`src/pmwc_consts.svh`:
```
// offsets, field positions, reset values and timing of the power-mode block
`ifndef PMWC_CONSTS_SVH
`define PMWC_CONSTS_SVH
// register word offsets
`define PMWC_A_CRYCTL 3'h0
`define PMWC_A_SYSCLK 3'h1
`define PMWC_A_HFRC 3'h2
`define PMWC_A_HFX 3'h3
`define PMWC_A_PAWAKE 3'h4
`define PMWC_A_STAT 3'h5
// crystal control fields
`define PMWC_CRY_EN 0
`define PMWC_CRY_OK 1
`define PMWC_CRY_SP 2
// system clock control fields
`define PMWC_SC_SIDLE 0
`define PMWC_SC_HIDLE 1
`define PMWC_SC_SSRC 2
`define PMWC_SC_HSRC 3
`define PMWC_SC_DIV_LO 5
`define PMWC_SC_DIV_HI 7
`define PMWC_DIV_SLOW 3'h7
// high-speed oscillator control fields
`define PMWC_HF_EN 0
`define PMWC_HF_OK 1
`define PMWC_HF_FS_LO 2
`define PMWC_HF_FS_HI 3
// status fields
`define PMWC_ST_PDOWN 0
`define PMWC_ST_WDEXP 1
`define PMWC_ST_MODE_LO 2
`define PMWC_ST_MODE_HI 4
`define PMWC_ST_SLOW 5
`define PMWC_ST_SWITCH 6
// reset values
`define PMWC_RST_CRYCTL 8'h00
`define PMWC_RST_SYSCLK 8'h00
`define PMWC_RST_HFRC 8'h01
`define PMWC_RST_HFX 8'h00
`define PMWC_RST_PAWAKE 8'h00
// timing: clock rate and oscillator settle times in microseconds
`define PMWC_CLK_MHZ 40
`define PMWC_CRY_SPUP_US 100
`define PMWC_CRY_LP_US 1000
`define PMWC_HFRC_US 16
`define PMWC_HFX_US 1000
`endif

```
`src/pmwc_pkg.sv`:
```
// types shared by the power-mode and wake-up block
package pmwc_pkg;
    // halt state of the core
    typedef enum logic [2:0] {
        PMWC_RUN = 3'b000,
        PMWC_SLEEP = 3'b001,
        PMWC_NAP_LOW = 3'b010,
        PMWC_NAP_BOTH = 3'b011,
        PMWC_NAP_HIGH = 3'b100
    } pmwc_mode_e;
    // system clock selection as seen by the clock tree
    typedef struct packed {
        logic fast;
        logic [2:0] div;
        logic hs_src;
        logic ls_src;
    } pmwc_clksel_s;
endpackage

```
`src/pmwc_top.sv`:
```
// power mode, clock switching and wake-up control
//
// The placing of the registers and the address-and-strobe port were decided locally.
`timescale 1ns/1ps
`include "pmwc_consts.svh"

module pmwc_top
    import pmwc_pkg::*;
#(
    parameter int unsigned PA_W = 8,
    parameter int unsigned IRQ_W = 4,
    parameter int unsigned CNT_W = 20,
    parameter logic [CNT_W-1:0] CRY_FAST_CYC =
        CNT_W'(`PMWC_CRY_SPUP_US * `PMWC_CLK_MHZ),
    parameter logic [CNT_W-1:0] CRY_SLOW_CYC =
        CNT_W'(`PMWC_CRY_LP_US * `PMWC_CLK_MHZ),
    parameter logic [CNT_W-1:0] HFRC_CYC =
        CNT_W'(`PMWC_HFRC_US * `PMWC_CLK_MHZ),
    parameter logic [CNT_W-1:0] HFX_CYC =
        CNT_W'(`PMWC_HFX_US * `PMWC_CLK_MHZ)
) (
    input wire logic sys_clk,
    input wire logic rst_n,
    input wire logic [2:0] reg_addr,
    input wire logic [7:0] reg_wdata,
    input wire logic reg_wr,
    input wire logic reg_rd,
    output logic [7:0] reg_rdata,
    input wire logic halt_exec,
    input wire logic clr_wdt,
    input wire logic wdt_overflow,
    input wire logic stack_full,
    input wire logic [IRQ_W-1:0] irq_req,
    input wire logic [IRQ_W-1:0] irq_en,
    input wire logic init_pin_n,
    input wire logic [PA_W-1:0] port_a,
    output logic cpu_run,
    output logic wdt_clear,
    output logic full_reset_req,
    output logic pc_sp_reset,
    output logic irq_vector,
    output pmwc_clksel_s clk_sel,
    output logic clk_switching,
    output logic hs_clk_on,
    output logic ls_clk_on,
    output logic cry_run,
    output logic cry_speedup,
    output logic hfrc_run,
    output logic hfx_run
);

    // ************************************************
    // reset and pin synchronisers
    // ************************************************
    logic [1:0] rst_pipe_q;
    logic rst_sync_n;

    // release reset through two flops
    always_ff @(posedge sys_clk or negedge rst_n) begin
        if (!rst_n) begin
            rst_pipe_q <= 2'b00;
        end else begin
            rst_pipe_q <= {rst_pipe_q[0], 1'b1};
        end
    end
    assign rst_sync_n = rst_pipe_q[1];

    logic [PA_W-1:0] pa_s1_q, pa_s2_q, pa_s3_q, pa_lvl_q;
    logic [2:0] ini_s_q;
    logic ini_lvl_q;

    // three flops; a level counts once stages two and three agree
    always_ff @(posedge sys_clk or negedge rst_sync_n) begin
        if (!rst_sync_n) begin
            pa_s1_q <= '1;
            pa_s2_q <= '1;
            pa_s3_q <= '1;
            pa_lvl_q <= '1;
            ini_s_q <= 3'h7;
            ini_lvl_q <= 1'b1;
        end else begin
            pa_s1_q <= port_a;
            pa_s2_q <= pa_s1_q;
            pa_s3_q <= pa_s2_q;
            pa_lvl_q <= (pa_s2_q & pa_s3_q) | (pa_lvl_q & (pa_s2_q | pa_s3_q));
            ini_s_q <= {ini_s_q[1:0], init_pin_n};
            ini_lvl_q <= (ini_s_q[1] & ini_s_q[2])
                | (ini_lvl_q & (ini_s_q[1] | ini_s_q[2]));
        end
    end

    // ************************************************
    // software registers
    // ************************************************
    logic cry_en_q, cry_sp_q;
    logic [2:0] div_q;
    logic hsrc_q, ssrc_q, hidle_q, sidle_q;
    logic [1:0] hfrc_fs_q;
    logic hfrc_en_q, hfx_en_q;
    logic [PA_W-1:0] pawake_q;
    logic wr_cry, wr_sys, wr_hfrc, wr_hfx, wr_pa;
    // reset words held as vectors, so that single fields can be picked out of them
    localparam logic [7:0] RST_CRY = `PMWC_RST_CRYCTL;
    localparam logic [7:0] RST_SC = `PMWC_RST_SYSCLK;
    localparam logic [7:0] RST_HFRC = `PMWC_RST_HFRC;
    localparam logic [7:0] RST_HFX = `PMWC_RST_HFX;

    // address decode of the write port
    always_comb begin
        wr_cry = 1'b0;
        wr_sys = 1'b0;
        wr_hfrc = 1'b0;
        wr_hfx = 1'b0;
        wr_pa = 1'b0;
        if (reg_addr == `PMWC_A_CRYCTL) begin
            wr_cry = reg_wr;
        end else if (reg_addr == `PMWC_A_SYSCLK) begin
            wr_sys = reg_wr;
        end else if (reg_addr == `PMWC_A_HFRC) begin
            wr_hfrc = reg_wr;
        end else if (reg_addr == `PMWC_A_HFX) begin
            wr_hfx = reg_wr;
        end else if (reg_addr == `PMWC_A_PAWAKE) begin
            wr_pa = reg_wr;
        end
    end

    // writable fields; stable flags and status are hardware-owned
    always_ff @(posedge sys_clk or negedge rst_sync_n) begin
        if (!rst_sync_n) begin
            cry_en_q <= RST_CRY[`PMWC_CRY_EN];
            cry_sp_q <= RST_CRY[`PMWC_CRY_SP];
            div_q <= RST_SC[`PMWC_SC_DIV_HI:`PMWC_SC_DIV_LO];
            hsrc_q <= RST_SC[`PMWC_SC_HSRC];
            ssrc_q <= RST_SC[`PMWC_SC_SSRC];
            hidle_q <= RST_SC[`PMWC_SC_HIDLE];
            sidle_q <= RST_SC[`PMWC_SC_SIDLE];
            hfrc_fs_q <= RST_HFRC[`PMWC_HF_FS_HI:`PMWC_HF_FS_LO];
            hfrc_en_q <= RST_HFRC[`PMWC_HF_EN];
            hfx_en_q <= RST_HFX[`PMWC_HF_EN];
            pawake_q <= PA_W'(`PMWC_RST_PAWAKE);
        end else begin
            if (wr_cry) begin
                cry_en_q <= reg_wdata[`PMWC_CRY_EN];
                cry_sp_q <= reg_wdata[`PMWC_CRY_SP];
            end
            if (wr_sys) begin
                div_q <= reg_wdata[`PMWC_SC_DIV_HI:`PMWC_SC_DIV_LO];
                hsrc_q <= reg_wdata[`PMWC_SC_HSRC];
                ssrc_q <= reg_wdata[`PMWC_SC_SSRC];
                hidle_q <= reg_wdata[`PMWC_SC_HIDLE];
                sidle_q <= reg_wdata[`PMWC_SC_SIDLE];
            end
            if (wr_hfrc) begin
                hfrc_fs_q <= reg_wdata[`PMWC_HF_FS_HI:`PMWC_HF_FS_LO];
                hfrc_en_q <= reg_wdata[`PMWC_HF_EN];
            end
            if (wr_hfx) begin
                hfx_en_q <= reg_wdata[`PMWC_HF_EN];
            end
            if (wr_pa) begin
                pawake_q <= reg_wdata[PA_W-1:0];
            end
        end
    end

    // ************************************************
    // halt modes
    // ************************************************
    pmwc_mode_e mode_q;
    logic running, halt_go, hs_ok, ls_ok;

    assign running = (mode_q == PMWC_RUN);
    assign halt_go = running & halt_exec;
    // fast clock stops in sleep and slow-only nap; slow in sleep, fast-only nap
    assign hs_ok = (mode_q != PMWC_SLEEP) && (mode_q != PMWC_NAP_LOW);
    assign ls_ok = (mode_q != PMWC_SLEEP) && (mode_q != PMWC_NAP_HIGH);

    // ************************************************
    // oscillator settling: crystal, fast RC, fast crystal
    // ************************************************
    pmwc_clksel_s cur_q, tgt;
    logic [2:0] osc_on, osc_on_q, osc_rst, ok_q;
    logic [CNT_W-1:0] cnt_q [3];
    logic [CNT_W-1:0] lim [3];
    logic need_rc, need_x;

    // outside sleep and slow-only nap, fast sources run when enabled, or while the clock tree needs them
    assign need_rc = (cur_q.fast & ~cur_q.hs_src) | (tgt.fast & ~tgt.hs_src);
    assign need_x = (cur_q.fast & cur_q.hs_src) | (tgt.fast & tgt.hs_src);
    assign osc_on[0] = cry_en_q;
    assign osc_on[1] = hs_ok & (hfrc_en_q | need_rc);
    assign osc_on[2] = hs_ok & (hfx_en_q | need_x);
    // a fresh start, or a new RC frequency, drops the flag until settled
    assign osc_rst[0] = osc_on[0] & ~osc_on_q[0];
    assign osc_rst[1] = (osc_on[1] & ~osc_on_q[1])
        | (wr_hfrc & (reg_wdata[`PMWC_HF_FS_HI:`PMWC_HF_FS_LO] != hfrc_fs_q));
    assign osc_rst[2] = osc_on[2] & ~osc_on_q[2];
    assign lim[0] = cry_sp_q ? CRY_FAST_CYC : CRY_SLOW_CYC;
    assign lim[1] = HFRC_CYC;
    assign lim[2] = HFX_CYC;

    // one settle counter per oscillator
    always_ff @(posedge sys_clk or negedge rst_sync_n) begin
        if (!rst_sync_n) begin
            osc_on_q <= 3'h0;
            ok_q <= 3'h0;
            for (int i = 0; i < 3; i++) begin
                cnt_q[i] <= '0;
            end
        end else begin
            osc_on_q <= osc_on;
            for (int i = 0; i < 3; i++) begin
                if (!osc_on[i] || osc_rst[i]) begin
                    cnt_q[i] <= '0;
                    ok_q[i] <= 1'b0;
                end else if (cnt_q[i] >= lim[i]) begin
                    ok_q[i] <= 1'b1;
                end else begin
                    cnt_q[i] <= cnt_q[i] + 1'b1;
                end
            end
        end
    end

    // ************************************************
    // clock switching
    // ************************************************
    logic tgt_ok, cur_ok;

    // target from the divider code; 111 means the slow source
    always_comb begin
        tgt.fast = (div_q != `PMWC_DIV_SLOW);
        tgt.div = div_q;
        tgt.hs_src = hsrc_q;
        tgt.ls_src = ssrc_q;
    end
    assign tgt_ok = tgt.fast ? (tgt.hs_src ? ok_q[2] : ok_q[1])
        : (tgt.ls_src ? ok_q[0] : 1'b1);
    assign cur_ok = cur_q.fast ? (cur_q.hs_src ? ok_q[2] : ok_q[1])
        : (cur_q.ls_src ? ok_q[0] : 1'b1);
    assign clk_switching = (tgt != cur_q);

    // the old source stays until the new one is stable, so no runt pulses
    always_ff @(posedge sys_clk or negedge rst_sync_n) begin
        if (!rst_sync_n) begin
            // tree leaves reset on the fast RC, divide by one, as the select word says
            cur_q <= '{fast: 1'b1, div: 3'h0, hs_src: 1'b0, ls_src: 1'b0};
        end else if (clk_switching && tgt_ok) begin
            cur_q <= tgt;
        end
    end

    // ************************************************
    // wake sources
    // ************************************************
    logic [IRQ_W-1:0] blk_q, irq_new;
    logic [PA_W-1:0] pa_fall;
    logic ini_fall, irq_wake, irq_take, wake;

    assign pa_fall = pawake_q & pa_lvl_q & ~pa_s2_q & ~pa_s3_q;
    assign ini_fall = ini_lvl_q & ~ini_s_q[1] & ~ini_s_q[2];
    assign irq_new = irq_req & ~blk_q;
    assign irq_wake = |irq_new;
    assign irq_take = |(irq_new & irq_en) & ~stack_full;
    assign wake = ini_fall | (|pa_fall) | irq_wake | wdt_overflow;

    // requests already standing at halt are blocked for that halt
    always_ff @(posedge sys_clk or negedge rst_sync_n) begin
        if (!rst_sync_n) begin
            blk_q <= '0;
        end else if (halt_go) begin
            blk_q <= irq_req;
        end
    end

    // halt state machine
    always_ff @(posedge sys_clk or negedge rst_sync_n) begin
        if (!rst_sync_n) begin
            mode_q <= PMWC_RUN;
        end else begin
            case (mode_q)
                PMWC_RUN: begin
                    if (halt_exec) begin
                        case ({hidle_q, sidle_q})
                            2'b00: mode_q <= PMWC_SLEEP;
                            2'b01: mode_q <= PMWC_NAP_LOW;
                            2'b11: mode_q <= PMWC_NAP_BOTH;
                            default: mode_q <= PMWC_NAP_HIGH;
                        endcase
                    end
                end
                default: begin
                    if (wake) begin
                        mode_q <= PMWC_RUN;
                    end
                end
            endcase
        end
    end

    // ************************************************
    // flags and pulses to the core
    // ************************************************
    logic pdown_q, wdexp_q;

    // power-down flag; the halt set wins over a clear
    always_ff @(posedge sys_clk or negedge rst_sync_n) begin
        if (!rst_sync_n) begin
            pdown_q <= 1'b0;
        end else if (halt_go) begin
            pdown_q <= 1'b1;
        end else if (clr_wdt) begin
            pdown_q <= 1'b0;
        end
    end

    // expiry flag; an overflow set wins over the halt clear
    always_ff @(posedge sys_clk or negedge rst_sync_n) begin
        if (!rst_sync_n) begin
            wdexp_q <= 1'b0;
        end else if (wdt_overflow) begin
            wdexp_q <= 1'b1;
        end else if (halt_go) begin
            wdexp_q <= 1'b0;
        end
    end

    // one-cycle requests to the core, watchdog and reset logic
    always_ff @(posedge sys_clk or negedge rst_sync_n) begin
        if (!rst_sync_n) begin
            wdt_clear <= 1'b0;
            full_reset_req <= 1'b0;
            pc_sp_reset <= 1'b0;
            irq_vector <= 1'b0;
        end else begin
            wdt_clear <= halt_go | clr_wdt;
            full_reset_req <= ini_fall | (running & wdt_overflow);
            pc_sp_reset <= ~running & wdt_overflow;
            irq_vector <= ~running & ~ini_fall & ~wdt_overflow & irq_take;
        end
    end

    // core runs only once awake and its clock source is settled
    assign cpu_run = running & cur_ok;
    assign clk_sel = cur_q;
    assign hs_clk_on = hs_ok & (cur_q.fast ? (cur_q.hs_src ? ok_q[2] : ok_q[1]) : 1'b1);
    assign ls_clk_on = ls_ok;
    assign cry_run = cry_en_q;
    assign cry_speedup = cry_sp_q;
    assign hfrc_run = osc_on[1];
    assign hfx_run = osc_on[2];

    // ************************************************
    // read port, data one cycle after the strobe
    // ************************************************
    logic [7:0] rd_d;

    // unmapped offsets read zero
    always_comb begin
        rd_d = 8'h00;
        if (reg_addr == `PMWC_A_CRYCTL) begin
            rd_d[`PMWC_CRY_EN] = cry_en_q;
            rd_d[`PMWC_CRY_OK] = ok_q[0];
            rd_d[`PMWC_CRY_SP] = cry_sp_q;
        end else if (reg_addr == `PMWC_A_SYSCLK) begin
            rd_d = {div_q, 1'b0, hsrc_q, ssrc_q, hidle_q, sidle_q};
        end else if (reg_addr == `PMWC_A_HFRC) begin
            rd_d = {4'h0, hfrc_fs_q, ok_q[1], hfrc_en_q};
        end else if (reg_addr == `PMWC_A_HFX) begin
            rd_d = {6'h00, ok_q[2], hfx_en_q};
        end else if (reg_addr == `PMWC_A_PAWAKE) begin
            rd_d[PA_W-1:0] = pawake_q;
        end else if (reg_addr == `PMWC_A_STAT) begin
            rd_d[`PMWC_ST_PDOWN] = pdown_q;
            rd_d[`PMWC_ST_WDEXP] = wdexp_q;
            rd_d[`PMWC_ST_MODE_HI:`PMWC_ST_MODE_LO] = mode_q;
            rd_d[`PMWC_ST_SLOW] = ~cur_q.fast;
            rd_d[`PMWC_ST_SWITCH] = clk_switching;
        end
    end

    always_ff @(posedge sys_clk or negedge rst_sync_n) begin
        if (!rst_sync_n) begin
            reg_rdata <= 8'h00;
        end else if (reg_rd) begin
            reg_rdata <= rd_d;
        end
    end
endmodule // pmwc_top

```
`config.mk`:
```
export PLATFORM = sky130hd
export DESIGN_NAME = pmwc_top
export DESIGN_NICKNAME = d
export VERILOG_FILES = /design/src/pmwc_pkg.sv /design/src/pmwc_top.sv
export VERILOG_INCLUDE_DIRS = /design/src
export SDC_FILE = /design/constraint.sdc
export NUM_CORES = 1
export LEC_CHECK = 0
export BUFFER_PORTS_ARGS = -buffer_cell sky130_fd_sc_hd__buf_2
export CAP_MARGIN = 10
export CORE_MARGIN = 5
export CORE_UTILIZATION = 27
export CTS_CLUSTER_SIZE = 24
export DETAILED_ROUTE_END_ITERATION = 6
export SLEW_MARGIN = 10
export SYNTH_ARGS = -nofsm -noshare
export SYNTH_HDL_FRONTEND = slang
export SYNTH_SLANG_ARGS = --single-unit
export TNS_END_PERCENT = 20
```
`constraint.sdc`:
```
create_clock -name sys_clk -period 4.4 [get_ports sys_clk]
set_clock_uncertainty 0.2 [all_clocks]
set_input_delay 0.66 -clock sys_clk [delete_from_list [all_inputs] [get_ports sys_clk]]
set_output_delay 0.66 -clock sys_clk [all_outputs]
set_load 0.01 [all_outputs]
```
==> flow_summary.ini <==
[status]
status = completed

[clocking]
cts_tree = built
cts-buffers-inserted = 17
postCtsSetupRepairBufs = 0
root_buffer = clkbuf_16
clk_path_buf_depth = 2
htree_levels = 4
post_cts_resized = 0
cts_hold_buffers = 1
clkTransAtPathRegs_ns = 0.06
clock_latency_ns = 0.42
clock_sinks = 152

[grt]
grt_pass1_wl_um = 24100
antenna_found_initial = 1
grt_use_total_pct = 10.7
grt-ovfl-total = 0
grt_max_degree = 46
grt_pass1_vias = 4426

[sta]
tightest_slew_ns = 0.760
fmax_mhz = 349
finalCriticalPeriod_ns = 2.87
worst_slack_ns = 1.53
timing.final.crit_share_pct = 65.1
rsz0062_at_grt = false
setup_tns_ns = 0
hold_violations = 0
setup_viol = 0
holdWs_ns = 0.136
slew_viol_final = 0
slew_headroom_pct = 49.3

[place]
portBuffers = 61
gp_congestion = 0.811
placed_cell_area_mm2 = 0.00735
pre_cts_ws_ns = 1.55
dp_hpwl_um = 10200
dp.cells = 959

[hold_path]
hp-class = reg -> async

[worst_setup_path]
critical_path_class = reg -> reg
crit_start = cry_speedup$_DFFE_PN0P_
cp-start-kind = register
rr_startpoint = cry_speedup$_DFFE_PN0P_
critPathSlowestCell = or3_4
worst_ep_arrival_time_ns = 3.02
end_kind = register
max_stage_delay_ns = 0.58
cp_cell_sequence = inv_1, ha_1, a21oi_1, o2111ai_1, or3_4, or4_1, nand2_1
cp_max_fo = 13
critPathRequiredTime_ns = 4.56

[die]
coreArea_mm2 = 0.0243
start_util_pct = 27.4
die-area_mm2 = 0.0279
placementRows = 57
die_width_um = 167
ios = 62
die_height_um = 167

[power]
peakVddDrop_mv = 0.282
p_leak_nw = 3.41
powerDensity_mw_per_mm2 = 490

[drt]
via_per_inst = 4.57
vias = 4537
postRouteAntennaNets = 0
routed_wl_um = 14300
drt_iter0_drc = 338
wire_per_inst_um = 14.4
drtPass1Iterations = 4
drc = 0

[final_layout]
fin_cells = 993
drive_gt1_share_pct = 25.6
regArea_mm2 = 0.00385
final_area_mm2 = 0.00796
fill_cells = 2409
layout.nets = 707
multi_input_area_mm2 = 0.00266
area_growth_pct = 19.5

[synth]
synth_most_common_cell = dfrtp_1
yosys-top-cells-area = dfrtp_1 (43%), dfstp_2 (15%), mux2_2 (4.2%), ha_1 (3.0%), nor2_1 (2.9%)
synth.ff_latch_count = 152
synth-compound-area-share_pct = 8.19
ys.flop_type = dfrtp_1
syn-cell-area_mm2 = 0.00666
synthSimpleGateAreaFrac_pct = 16.8
syn_inst = 582
synth_top_area_share_pct = 42.8
synth-xor-area-share_pct = 4.47
synth_common_cells = dfrtp_1 (114), nor2_1 (51), nand2_1 (42), dfstp_2 (38), a21oi_1 (27)
yosysSeqAreaShare_pct = 57.8
synth_top_cell_by_area = dfrtp_1
synth_edf_count = 0
synth_top_family_by_area = simple AND/OR/NAND/NOR gates
postSynth.asyncResetShare_pct = 100
synthAdderAreaFrac_pct = 4.36
yosysUniqueCellTypes = 55
synth_nets = 634
avgSynthCellArea_um2 = 11.4
yosysWarnings = 0
muxShareOfSynthArea_pct = 6.03

[run]
max_cap_viol_count = 0
## power breakdown
| group | total, mW | leakage (nW) | switching (mW) | internal [mW] |
|---|---|---|---|---|
| Sequential | 1.77 | 1.90 | 0.181 | 1.59 |
| Clock | 1.44 | 0.281 | 0.566 | 0.878 |
| Combinational | 0.681 | 1.23 | 0.394 | 0.288 |
## through the flow
stage	utilization, %	total power [mW]
after floorplan	-	2.21
after global placement	30.2	2.49
after detailed placement	30.2	2.50
after CTS	32.7	3.96
after global routing	32.7	4.14
final	32.7	3.90
## cell families after synthesis
family                     Yosys count
other                                1
AOI/OAI and AO/OA                   86
xor gates and xnor gates            34
muxes                               37
buffers and inverters               38
DFF                                152
and+or+nand+nor                    209
adders and majority gates           25
## sequential cells by signal (all words and copies together) (netlist names), 3 cells and up
| register | cells |
|---|---|
| pawake_q | 8 |
| pa_s1_q | 8 |
| pa_s3_q | 8 |
| reg_rdata | 8 |
| osc_on_q | 3 |
| blk_q | 4 |
| div_q | 3 |
| mode_q | 3 |
| pa_lvl_q | 8 |
| cnt_q | 60 |
| clk_sel | 6 |
| ini_s_q | 3 |
| ok_q | 3 |
| pa_s2_q | 8 |
## worst max-delay path, delay by kind of cell (launching register included)
family | cells | cell delay [ns]
DFF | 1 | 0.48
and+or+nand+nor | 3 | 1.13
AOI/OAI and AO/OA | 2 | 0.52
adders and majority gates | 1 | 0.33
buffers and inverters | 1 | 0.14
## path summary, 6_finish.rpt
kind / end / slack (ns) / cells after the start
max: cnt_q[51]$_DFFE_PN0P_ / 1.53 / 7
min: cnt_q[42]$_DFFE_PN0P_ / 0.14 / 0
max reg2reg: cnt_q[51]$_DFFE_PN0P_ / 1.53 / 7
min reg2reg: cnt_q[42]$_DFFE_PN0P_ / 0.14 / 0
max in group asynchronous: ini_s_q[2]$_DFF_PN1_ / 2.92 / 1
min in group sys_clk: pa_s1_q[2]$_DFF_PN1_ / 0.14 / 1
## routing by layer
layer  vias to the layer above  track usage (%)  wire [um]
met5                         -                0          0
li1                       2207                -          -
met1                      2222             14.7       6920
met3                        16             2.96        627
met2                        92             16.1       6500
met4                         0             4.16        246
## placed cells by master (no fill, tap or decap), types with 12 or more instances in the layout
cell type    n
dfrtp_1    113
buf_2       61
nor2_1      51
nand2_1     42
dfstp_2     38
a21oi_1     27
o21ai_0     26
inv_1       25
mux2_2      25
xnor2_1     18
clkbuf_16   17
xor2_1      16
and3_1      16
ha_1        16
nand3_1     15
nor3_1      13
mux2i_1     12
or3_1       12
## area by class of cell
type	instances	area share, %
Clock inverter	11	1.54
Multi-Input combinational cell	392	33.4
Tap cell	324	5.09
Sequential cell	152	48.4
Timing Repair Buffer	67	4.43
Clock buffer	21	5.91
Antenna cell	1	0.0314
Inverter	25	1.18
Power figures use the tool's default switching activity.
